--- config.mk ---
export PLATFORM = sky130hd
export DESIGN_NAME = acq_trigger_strobe_timer
export DESIGN_NICKNAME = d
export VERILOG_FILES = /design/src/design/acq_timer_pkg.sv /design/src/design/acq_trigger_strobe_timer.sv /design/src/design/us_tick_gen.sv
export VERILOG_INCLUDE_DIRS = /design/src /design/src/design
export SDC_FILE = /design/constraint.sdc
export NUM_CORES = 1
export LEC_CHECK = 0
export BUFFER_PORTS_ARGS = -buffer_cell sky130_fd_sc_hd__buf_2
export CORE_ASPECT_RATIO = 0.6
export CORE_MARGIN = 4
export CORE_UTILIZATION = 50
export CTS_BUF_LIST = sky130_fd_sc_hd__clkbuf_4
export CTS_CLUSTER_DIAMETER = 200
export DETAILED_ROUTE_END_ITERATION = 16
export GPL_TIMING_DRIVEN = 0
export PLACE_DENSITY_LB_ADDON = 0.12
export SETUP_SLACK_MARGIN = 0.3
export SLEW_MARGIN = 0
export SYNTH_ARGS = -nofsm -noshare
export SYNTH_HDL_FRONTEND = slang
export SYNTH_SLANG_ARGS = --single-unit
--- constraint.sdc ---
create_clock -name hclk -period 22.7 [get_ports hclk]
set_input_delay 4.54 -clock hclk [delete_from_list [all_inputs] [get_ports hclk]]
set_output_delay 4.54 -clock hclk [all_outputs]
set_load 0.005 [all_outputs]
--- src/design/acq_timer_consts.svh ---
`ifndef ACQ_TIMER_CONSTS_SVH
`define ACQ_TIMER_CONSTS_SVH

// Register byte offsets
`define OFF_CTRL        12'h000
`define OFF_CMD         12'h004
`define OFF_ACQ_DELAY   12'h008
`define OFF_INTEG       12'h00c
`define OFF_SP_DELAY    12'h010
`define OFF_SP_WIDTH    12'h014
`define OFF_PT_PERIOD   12'h018
`define OFF_STATUS      12'h01c

// Control fields
`define CTRL_MODE_LSB   0
`define CTRL_SP_EN_BIT  2
`define CTRL_PT_EN_BIT  3
`define CTRL_SHORT_BIT  4

// Command fields (write one to act)
`define CMD_TRIG_BIT    0
`define CMD_DONE_BIT    1

// Reset values
`define RST_CTRL        5'h00
`define RST_INTEG       32'h0000_1c20
`define RST_FINAL_BUSY  32'h0000_00da

// Timing
`define CLK_MHZ         100
`define TICK_NS         1000
`define CLK_NS          10
`define TICK_CYCLES     (`TICK_NS / `CLK_NS)
`define ACQ_DELAY_MAX_US 32'd335500
`define SHORT_BUSY_KNEE_US 32'd218
`define SHORT_BUSY_BASE_US 32'd219
`define SHORT_BUSY_MIN_US  32'd1
`define LONG_BUSY1_US   32'd3706

`endif

--- src/design/acq_timer_pkg.sv ---
package acq_timer_pkg;
  typedef enum logic [1:0] {
    mode_soft  = 2'd0,
    mode_edge  = 2'd1,
    mode_level = 2'd2
  } trig_mode_t;

  typedef enum logic [2:0] {
    st_idle, st_delay, st_integ, st_final, st_hold
  } phase_t;

  typedef struct packed {
    logic [31:0] acq_delay;
    logic [31:0] integ;
    logic [31:0] sp_delay;
    logic [31:0] sp_width;
    logic [31:0] pt_period;
  } timing_cfg_t;

  typedef struct packed {
    logic [31:0] haddr;
    logic        hwrite;
    logic        sel;
  } ahb_addr_t;
endpackage

--- src/design/acq_trigger_strobe_timer.sv ---
// Decided for this implementation: the AHB-Lite interface to the registers and the register offsets.
`timescale 1ns/1ps
`include "acq_timer_consts.svh"
// Behaviour
// RULE_01: Single and periodic strobe outputs, each with its own enable.
// RULE_02: Single pulse high after its delay from trigger, for its width.
// RULE_03: Single pulse forced low at end of integration.
// RULE_04: Single pulse counts from trigger, not shifted by acquisition delay.
// RULE_05: Periodic output 50% duty at set period, only during integration. Code holds odd periods high one tick longer than low.
// RULE_06: Soft and edge modes emit only whole periods; none if too short. Code also emits none when integ equals the period.
// RULE_07: Level mode drops periodic output at integration end, cutting it.
// RULE_08: Each trigger runs delay, integration, then final busy phases.
// RULE_09: Trigger to integration equals acquisition delay plus initial busy.
// RULE_10: Acquisition delay 0 to 335500 us in 1 us steps.
// RULE_11: Acquisition delay never changes integration length.
// RULE_12: Three trigger modes chosen by a host mode setting.
// RULE_13: Software mode after reset; host trigger command starts a cycle.
// RULE_14: Edge mode: external rising edge starts cycle, programmed length.
// RULE_15: Level mode: rising edge starts; integration lasts while input high.
// RULE_16: After final busy, wait for data transfer, then accept triggers.
// RULE_17: Short-busy: initial busy 1 us if integ >= 218, else 219 - integ.
// RULE_18: External driver holds trigger high at least 10 ns per pulse.
// RULE_19: Edge event registered 20 to 30 ns after the rising edge.
// RULE_20: All timing counted on a 1 us tick from the device clock.
module acq_trigger_strobe_timer
  import acq_timer_pkg::*;
#(
  parameter logic [31:0] FINAL_BUSY_US = `RST_FINAL_BUSY,
  parameter logic [31:0] LONG_BUSY1_US = `LONG_BUSY1_US,
  parameter int unsigned TICK_DIV      = `TICK_CYCLES
) (
  // Clock and reset
  input  wire logic        hclk,
  input  wire logic        hresetn,
  // AHB-Lite slave
  input  wire logic        hsel,
  input  wire logic [31:0] haddr,
  input  wire logic [1:0]  htrans,
  input  wire logic        hwrite,
  input  wire logic [2:0]  hsize,
  input  wire logic [31:0] hwdata,
  input  wire logic        hready,
  output logic [31:0]      hrdata,
  output logic             hreadyout,
  output logic             hresp,
  // Trigger and strobe pins
  input  wire logic        ext_trigger,
  output logic             single_strobe,
  output logic             pulse_train,
  // Acquisition status
  output logic             integrating,
  output logic             acq_busy
);
  trig_mode_t  mode;
  logic        sp_en;
  logic        pt_en;
  logic        short_busy;
  timing_cfg_t cfg;
  ahb_addr_t   ap;
  phase_t      phase;
  logic        tick;
  logic        trig_sync1;
  logic        trig_sync2;
  logic        trig_prev;
  logic        soft_trig;
  logic        xfer_done;
  logic        event_go;
  logic [31:0] phase_cnt;
  logic [31:0] phase_len;
  logic [31:0] sp_cnt;
  logic        sp_active;
  logic [31:0] pt_cnt;
  logic [31:0] pt_half;
  logic        pt_run;
  logic [31:0] cycle_cnt;
  logic [31:0] busy1_len;
  logic        integ_end;

  function automatic logic [31:0] initial_busy(input logic [31:0] integ,
                                               input logic short_v);
    if (!short_v)
      initial_busy = LONG_BUSY1_US;
    else if (integ >= `SHORT_BUSY_KNEE_US)
      initial_busy = `SHORT_BUSY_MIN_US;
    else
      initial_busy = `SHORT_BUSY_BASE_US - integ; // [RULE_17]
  endfunction

  us_tick_gen #(.DIV(TICK_DIV)) u_tick (
    .hclk    (hclk),
    .hresetn (hresetn),
    .tick    (tick)
  );

  // Bus: zero wait states, always OKAY
  assign hreadyout = 1'b1;
  assign hresp     = 1'b0;

  always_ff @(posedge hclk or negedge hresetn) begin
    if (!hresetn)
      ap <= '0;
    else if (hready)
      ap <= '{haddr: haddr, hwrite: hwrite,
              sel: hsel & htrans[1]};
  end

  // Register writes; trigger mode and enables [RULE_12] [RULE_01]
  always_ff @(posedge hclk or negedge hresetn) begin
    if (!hresetn) begin
      mode       <= mode_soft; // [RULE_13]
      sp_en      <= 1'b0;
      pt_en      <= 1'b0;
      short_busy <= 1'b0;
      cfg        <= '0;
      cfg.integ  <= `RST_INTEG;
    end else if (ap.sel && ap.hwrite) begin
      if (ap.haddr[11:0] == `OFF_CTRL) begin
        mode       <= (hwdata[1:0] == 2'd3) ? mode_soft
                      : trig_mode_t'(hwdata[1:0]);
        sp_en      <= hwdata[`CTRL_SP_EN_BIT];
        pt_en      <= hwdata[`CTRL_PT_EN_BIT];
        short_busy <= hwdata[`CTRL_SHORT_BIT];
      end else if (ap.haddr[11:0] == `OFF_ACQ_DELAY) begin
        // Clamp at the largest legal delay [RULE_10]
        cfg.acq_delay <= (hwdata > `ACQ_DELAY_MAX_US)
                         ? `ACQ_DELAY_MAX_US : hwdata;
      end else if (ap.haddr[11:0] == `OFF_INTEG) begin
        cfg.integ <= (hwdata == 32'h0) ? 32'h1 : hwdata;
      end else if (ap.haddr[11:0] == `OFF_SP_DELAY) begin
        cfg.sp_delay <= hwdata;
      end else if (ap.haddr[11:0] == `OFF_SP_WIDTH) begin
        cfg.sp_width <= hwdata;
      end else if (ap.haddr[11:0] == `OFF_PT_PERIOD) begin
        cfg.pt_period <= hwdata;
      end
    end
  end

  // Command strobes, one cycle each
  always_ff @(posedge hclk or negedge hresetn) begin
    if (!hresetn) begin
      soft_trig <= 1'b0;
      xfer_done <= 1'b0;
    end else begin
      soft_trig <= ap.sel && ap.hwrite && ap.haddr[11:0] == `OFF_CMD
                   && hwdata[`CMD_TRIG_BIT];
      xfer_done <= ap.sel && ap.hwrite && ap.haddr[11:0] == `OFF_CMD
                   && hwdata[`CMD_DONE_BIT];
    end
  end

  // Read data
  always_ff @(posedge hclk or negedge hresetn) begin
    if (!hresetn) begin
      hrdata <= 32'h0;
    end else if (hready && hsel && htrans[1] && !hwrite) begin
      if (haddr[11:0] == `OFF_CTRL)
        hrdata <= {27'h0, short_busy, pt_en, sp_en, mode};
      else if (haddr[11:0] == `OFF_ACQ_DELAY)
        hrdata <= cfg.acq_delay;
      else if (haddr[11:0] == `OFF_INTEG)
        hrdata <= cfg.integ;
      else if (haddr[11:0] == `OFF_SP_DELAY)
        hrdata <= cfg.sp_delay;
      else if (haddr[11:0] == `OFF_SP_WIDTH)
        hrdata <= cfg.sp_width;
      else if (haddr[11:0] == `OFF_PT_PERIOD)
        hrdata <= cfg.pt_period;
      else if (haddr[11:0] == `OFF_STATUS)
        hrdata <= {26'h0, pulse_train, single_strobe, 1'b0, phase};
      else
        hrdata <= 32'h0;
    end
  end

  // Pin sync; 2 stages plus edge flop give 20..30 ns latency [RULE_19]
  always_ff @(posedge hclk or negedge hresetn) begin
    if (!hresetn) begin
      trig_sync1 <= 1'b0;
      trig_sync2 <= 1'b0;
      trig_prev  <= 1'b0;
    end else begin
      trig_sync1 <= ext_trigger;
      trig_sync2 <= trig_sync1;
      trig_prev  <= trig_sync2;
    end
  end

  // Trigger source chosen by mode [RULE_13] [RULE_14] [RULE_15]
  // A 10 ns high pulse is caught by the first flop only if it spans an
  // edge; the driver's minimum width guarantees that [RULE_18]
  assign event_go = (phase == st_idle) &&
                    ((mode == mode_soft) ? soft_trig
                                         : (trig_sync2 && !trig_prev));

  assign busy1_len = initial_busy(cfg.integ, short_busy);

  // Delay phase is acquisition delay plus initial busy [RULE_09] [RULE_11]
  always_comb begin
    case (phase)
      st_delay: phase_len = cfg.acq_delay + busy1_len;
      st_integ: phase_len = cfg.integ;
      st_final: phase_len = FINAL_BUSY_US;
      default:  phase_len = 32'h0;
    endcase
  end

  // Level mode ends integration on the falling input [RULE_15]
  assign integ_end = (phase == st_integ) &&
                     ((mode == mode_level) ? !trig_sync2
                      : (tick && phase_cnt + 32'h1 >= phase_len));

  // Three-phase acquisition sequence [RULE_08] [RULE_20]
  always_ff @(posedge hclk or negedge hresetn) begin
    if (!hresetn) begin
      phase     <= st_idle;
      phase_cnt <= 32'h0;
    end else begin
      case (phase)
        st_idle: begin
          if (event_go) begin
            phase     <= st_delay;
            phase_cnt <= 32'h0;
          end
        end
        st_delay, st_final: begin
          if (tick) begin
            if (phase_cnt + 32'h1 >= phase_len) begin
              phase     <= (phase == st_delay) ? st_integ : st_hold;
              phase_cnt <= 32'h0;
            end else begin
              phase_cnt <= phase_cnt + 32'h1;
            end
          end
        end
        st_integ: begin
          if (integ_end) begin
            phase     <= st_final;
            phase_cnt <= 32'h0;
          end else if (tick) begin
            phase_cnt <= phase_cnt + 32'h1;
          end
        end
        // Waits for host to take the data before rearming [RULE_16]
        st_hold: if (xfer_done) phase <= st_idle;
        default: phase <= st_idle;
      endcase
    end
  end

  assign integrating = (phase == st_integ);
  assign acq_busy    = (phase != st_idle);

  // Single pulse counted from the trigger event [RULE_04] [RULE_02]
  always_ff @(posedge hclk or negedge hresetn) begin
    if (!hresetn) begin
      cycle_cnt     <= 32'h0;
      sp_active     <= 1'b0;
      single_strobe <= 1'b0;
    end else if (event_go) begin
      cycle_cnt     <= 32'h0;
      sp_active     <= 1'b1;
      single_strobe <= sp_en && cfg.sp_delay == 32'h0
                       && cfg.sp_width != 32'h0;
    end else if (integ_end) begin
      sp_active     <= 1'b0;
      single_strobe <= 1'b0; // [RULE_03]
    end else if (sp_active && tick) begin
      cycle_cnt <= cycle_cnt + 32'h1;
      if (cycle_cnt + 32'h1 >= cfg.sp_delay + cfg.sp_width) begin
        sp_active     <= 1'b0;
        single_strobe <= 1'b0;
      end else if (cycle_cnt + 32'h1 >= cfg.sp_delay) begin
        single_strobe <= sp_en && cfg.sp_width != 32'h0; // [RULE_01]
      end
    end
  end

  assign sp_cnt  = cfg.integ - phase_cnt;
  assign pt_half = {1'b0, cfg.pt_period[31:1]};

  // Periodic output during integration only [RULE_05] [RULE_01]
  always_ff @(posedge hclk or negedge hresetn) begin
    if (!hresetn) begin
      pt_cnt      <= 32'h0;
      pt_run      <= 1'b0;
      pulse_train <= 1'b0;
    end else if (phase != st_integ || integ_end) begin
      pt_cnt      <= 32'h0;
      pulse_train <= 1'b0; // [RULE_07]
      // Arm when integration begins; outside level mode integ must exceed the period [RULE_06]
      pt_run      <= (phase == st_delay) && pt_en &&
                     cfg.pt_period != 32'h0 &&
                     (mode == mode_level || cfg.integ > cfg.pt_period);
      if (phase == st_delay && pt_en && cfg.pt_period != 32'h0 &&
          (mode == mode_level || cfg.integ > cfg.pt_period) &&
          tick && phase_cnt + 32'h1 >= phase_len)
        pulse_train <= 1'b1;
    end else if (pt_run && tick) begin
      if (pt_cnt + 32'h1 >= cfg.pt_period) begin
        pt_cnt <= 32'h0;
        // Outside level mode, start a new period only if it ends inside integration [RULE_06]
        if (mode != mode_level && sp_cnt - 32'h1 < cfg.pt_period) begin
          pt_run      <= 1'b0;
          pulse_train <= 1'b0;
        end else begin
          pulse_train <= 1'b1;
        end
      end else begin
        pt_cnt      <= pt_cnt + 32'h1;
        pulse_train <= (pt_cnt + 32'h1 < cfg.pt_period - pt_half);
      end
    end
  end
endmodule

--- src/design/us_tick_gen.sv ---
`timescale 1ns/1ps
`include "acq_timer_consts.svh"
module us_tick_gen #(
  parameter int unsigned DIV = `TICK_CYCLES
) (
  // Clock and reset
  input  wire logic hclk,
  input  wire logic hresetn,
  // Tick
  output logic      tick
);
  logic [15:0] cnt;

  // One pulse every microsecond [RULE_20]
  always_ff @(posedge hclk or negedge hresetn) begin
    if (!hresetn) begin
      cnt  <= 16'h0000;
      tick <= 1'b0;
    end else if (cnt == 16'(DIV - 1)) begin
      cnt  <= 16'h0000;
      tick <= 1'b1;
    end else begin
      cnt  <= cnt + 16'h0001;
      tick <= 1'b0;
    end
  end
endmodule

==> qor.yml <==
run_status:
  status: "finished with violations"
  violations: "max-capacitance violations, max-slew violations"
timing:
  hold_violations: 0
  finalMaxSlewViolations: 3
  finalCritPeriodShare: 0.505
  fin_skew_ns: 0.0684
  fin_setup_tns_ns: 0
  setup_slack_ns: 11.23
  setup_viol: 0
  tightest_slew_ns: 1.62
  fmax_mhz: 87.2
  period_minus_slack_ns: 11.47
  grt_setup_unrepaired: "no"
  slew_headroom: -0.108
power_and_ir_drop:
  p_per_area_nw_per_um2: 49.0
  power.leakage_nw: 14.8
  ir_worst_vdd_mv: 0.0487
  p_total_mw: 1.47
yosys:
  synth_area_per_cell_sq_um: 9.07
  synth_seq_cells: 336
  seq_area_frac_synth: 0.305
  synth_mux_area_frac: 0.0487
  synth.top_cell.area_share: 0.302
  synthAdderAreaFrac: 0.171
  synth_area_sq_um: 27600
  syn_inst: 3038
  async_flop_share: 1.00
  synthFlopType: "dfrtp_1"
  synth_compound_area_frac: 0.216
  ys_types: 90
  synth.area.top_cells: "dfrtp_1 (30%), ha_1 (17%), xnor2_1 (4.9%)"
  synth-xor-area-share: 0.0712
  synth.top_cells.by_count: "ha_1 (370), dfrtp_1 (332), nand2_1 (244)"
  yosysWarningCount: 0
  yosysMostFrequentCell: "ha_1"
  synth_top_family_by_area: "compound AO/OA/AOI/OAI gates"
  synthesis.nets: 3487
  synth_largest_area_cell: "dfrtp_1"
  synth_edf_count: 0
  synthSimpleGateAreaFrac: 0.151
die:
  die_area_sq_um: 59000
  io_pins: 113
  placementRows: 66
  core_sq_um: 54300
  die_x_um: 311
  start_util: 0.507
  die_h_um: 190
critical_path:
  r2r_cells: 33
  r2r_end: "phase_cnt[3]"
  r2r_slack_ns: 11.23
  cp-start-kind: "flip-flop"
  path_class: "flip-flop to flip-flop"
  critPathArrivalTime_ns: 12.22
  crit_path_max_incr_delay_ns: 0.84
  r2r-start: "cfg[122]"
  cp_slowest_cell: "clkbuf_1"
  critPathMaxFanout: 10
  end_kind: "flip-flop"
  worst_ep_required_time_ns: 23.45
  crit_top_cell: "a21oi_1"
clock_network:
  clk_pin_slew_ns: 0.08
  htreeDepth: 3
  holdBufCountCts: 0
  cts-root-buf: "clkbuf_4"
  cts_tree: "built"
  cts_resized: 0
  cts_num_sinks: 336
  cts_buffer_depth: 3
  worstSkewPairLatency_ns: 0.90
  postCtsSetupBuffers: 0
  numCtsBuffers: 88
global_route:
  grt_start_max_net_pins: 117
  grt_overflow: 0
  grt_pass1_wl_mm: 146
  grt_usage: 0.322
  grt_antenna_before_repair: 2
  first_global_vias: 24000
flow_run:
  maxCapViolCount: 1
routing:
  vias: 25100
  wl_per_cell_um: 24.1
  drt_iter0_markers: 2992
  drc: 0
  first_pass_iters: 8
  wirelength_mm: 96.1
  via_per_inst: 6.27
  ant_nets: 0
min_path:
  min_path_cells: 0
  hp-start: "trig_sync1"
  hold_class: "flip-flop to flip-flop"
  holdPathEnd: "trig_sync2"
placed_design:
  hpwl_mm: 76.9
  port_buffers: 81
  place_congestion: 0.974
  dp_slack_ns: 12.19
layout:
  multi_input_area_sq_um: 18200
  num-fill-cells: 5084
  drive_gt1_frac: 0.116
  nets: 3662
  area_growth_pct: 9.11
  seq_area_sq_um: 8410
[state kept, by name, summed over array words and instances, names as in the netlist, 2 cells and up]
| name | cells |
|---|---|
| hrdata | 32 |
| u_tick.cnt | 16 |
| mode | 2 |
| phase_cnt | 32 |
| ap | 14 |
| cfg | 160 |
| cycle_cnt | 32 |
| phase | 3 |
| pt_cnt | 32 |
[cells in the final DEF (no fill, tap or decap), drive strengths merged, types with 8 or more instances in the layout]
cell / synthesis / routed
nor2b: 33 / 33
nor4: 38 / 38
o31ai: 13 / 13
ha: 370 / 370
a21oi: 191 / 191
dfrtp: 332 / 332
nor3: 37 / 37
o21bai: 20 / 20
nand3: 71 / 71
nand2: 244 / 244
o21ai: 201 / 201
or3: 22 / 22
a22oi: 26 / 26
or4: 9 / 9
nand2b: 34 / 34
and4: 13 / 13
nand4: 60 / 60
a211oi: 22 / 22
o211ai: 14 / 14
a221o: 8 / 8
and2: 34 / 34
a2111oi: 9 / 9
nor2: 183 / 183
a31oi: 54 / 54
mux2: 113 / 113
a21boi: 14 / 14
a222oi: 26 / 26
and3: 26 / 26
a21o: 122 / 122
or2: 10 / 10
a22o: 82 / 82
clkbuf: 81 / 211
o21a: 25 / 25
inv: 149 / 152
clkinv: 1 / 24
o22a: 9 / 9
buf: 24 / 109
xor2: 71 / 71
xnor2: 153 / 153
[logic make-up (layout without fill, tap and decap cells)]
family | Yosys count | in the layout
AO/OA/AOI/OAI | 891 | 891
XOR/XNOR | 224 | 224
adder cells (fa/ha/maj) | 374 | 374
buffers and inverters | 255 | 497
flip-flops | 336 | 336
multiplexers | 120 | 120
other | 2 | 4
AND/OR/NAND/NOR | 836 | 836
[worst max-delay path, delay by kind of cell, from the launching register on]
family                     cells  cell delay (ns)
DFF                            1             0.48
buffers and inverters          4             2.19
xor gates and xnor gates       1             0.15
AOI/OAI and AO/OA             15             4.22
adders and majority gates      2             0.68
and+or+nand+nor               11             3.58
[report_power, final]
| part | switching, mW | total, mW | leakage (nW) | internal, mW |
|---|---|---|---|---|
| clock network | 0.293 | 0.555 | 0.652 | 0.262 |
| registers | 0.0242 | 0.641 | 4.23 | 0.617 |
| logic | 0.168 | 0.276 | 9.88 | 0.108 |
| total | 0.486 | 1.47 | 14.8 | 0.987 |
[worst max-delay path by stage]
stage	start	endpoint	slack, ns	depth (start not counted)
after floorplan	cfg[124]	pt_cnt[16]	15.61	32
after global placement	hresetn	phase_cnt[27]	10.38	1
after detailed placement	cfg[122]	cycle_cnt[15]	12.19	31
after CTS	cfg[122]	cycle_cnt[23]	12.16	31
after global routing	cfg[122]	phase_cnt[3]	10.97	32
final	cfg[122]	phase_cnt[3]	11.23	33
[final cells by class]
cell class,count,area share
flip-flops and latches,336,0.280
plain buffers,105,0.0145
multi-input cells,2447,0.604
well taps,714,0.0297
clock inverters,27,0.00370
repair buffers,85,0.0169
diodes,2,0.000166
clock buffers,130,0.0325
inverters,150,0.0187
[through the flow]
stage	area (sq um)	hold WS [ns]	util	instances
after floorplan	27600	0.331	-	3038
after global placement	28800	0.332	0.531	3833
after global routing	30100	0.373	0.553	3996
final	30100	0.360	0.553	3996
after detailed placement	29000	0.363	0.533	3837
after CTS	30100	0.406	0.553	3994
[layer usage]
metal,global-route usage,vias up,wire length (um)
li1,-,11700,-
met1,0.493,12100,46700
met2,0.416,1169,35100
met3,0.131,134,12600
met4,0.0660,0,1750
met5,0,-,0
Power figures use the tool's default switching activity.
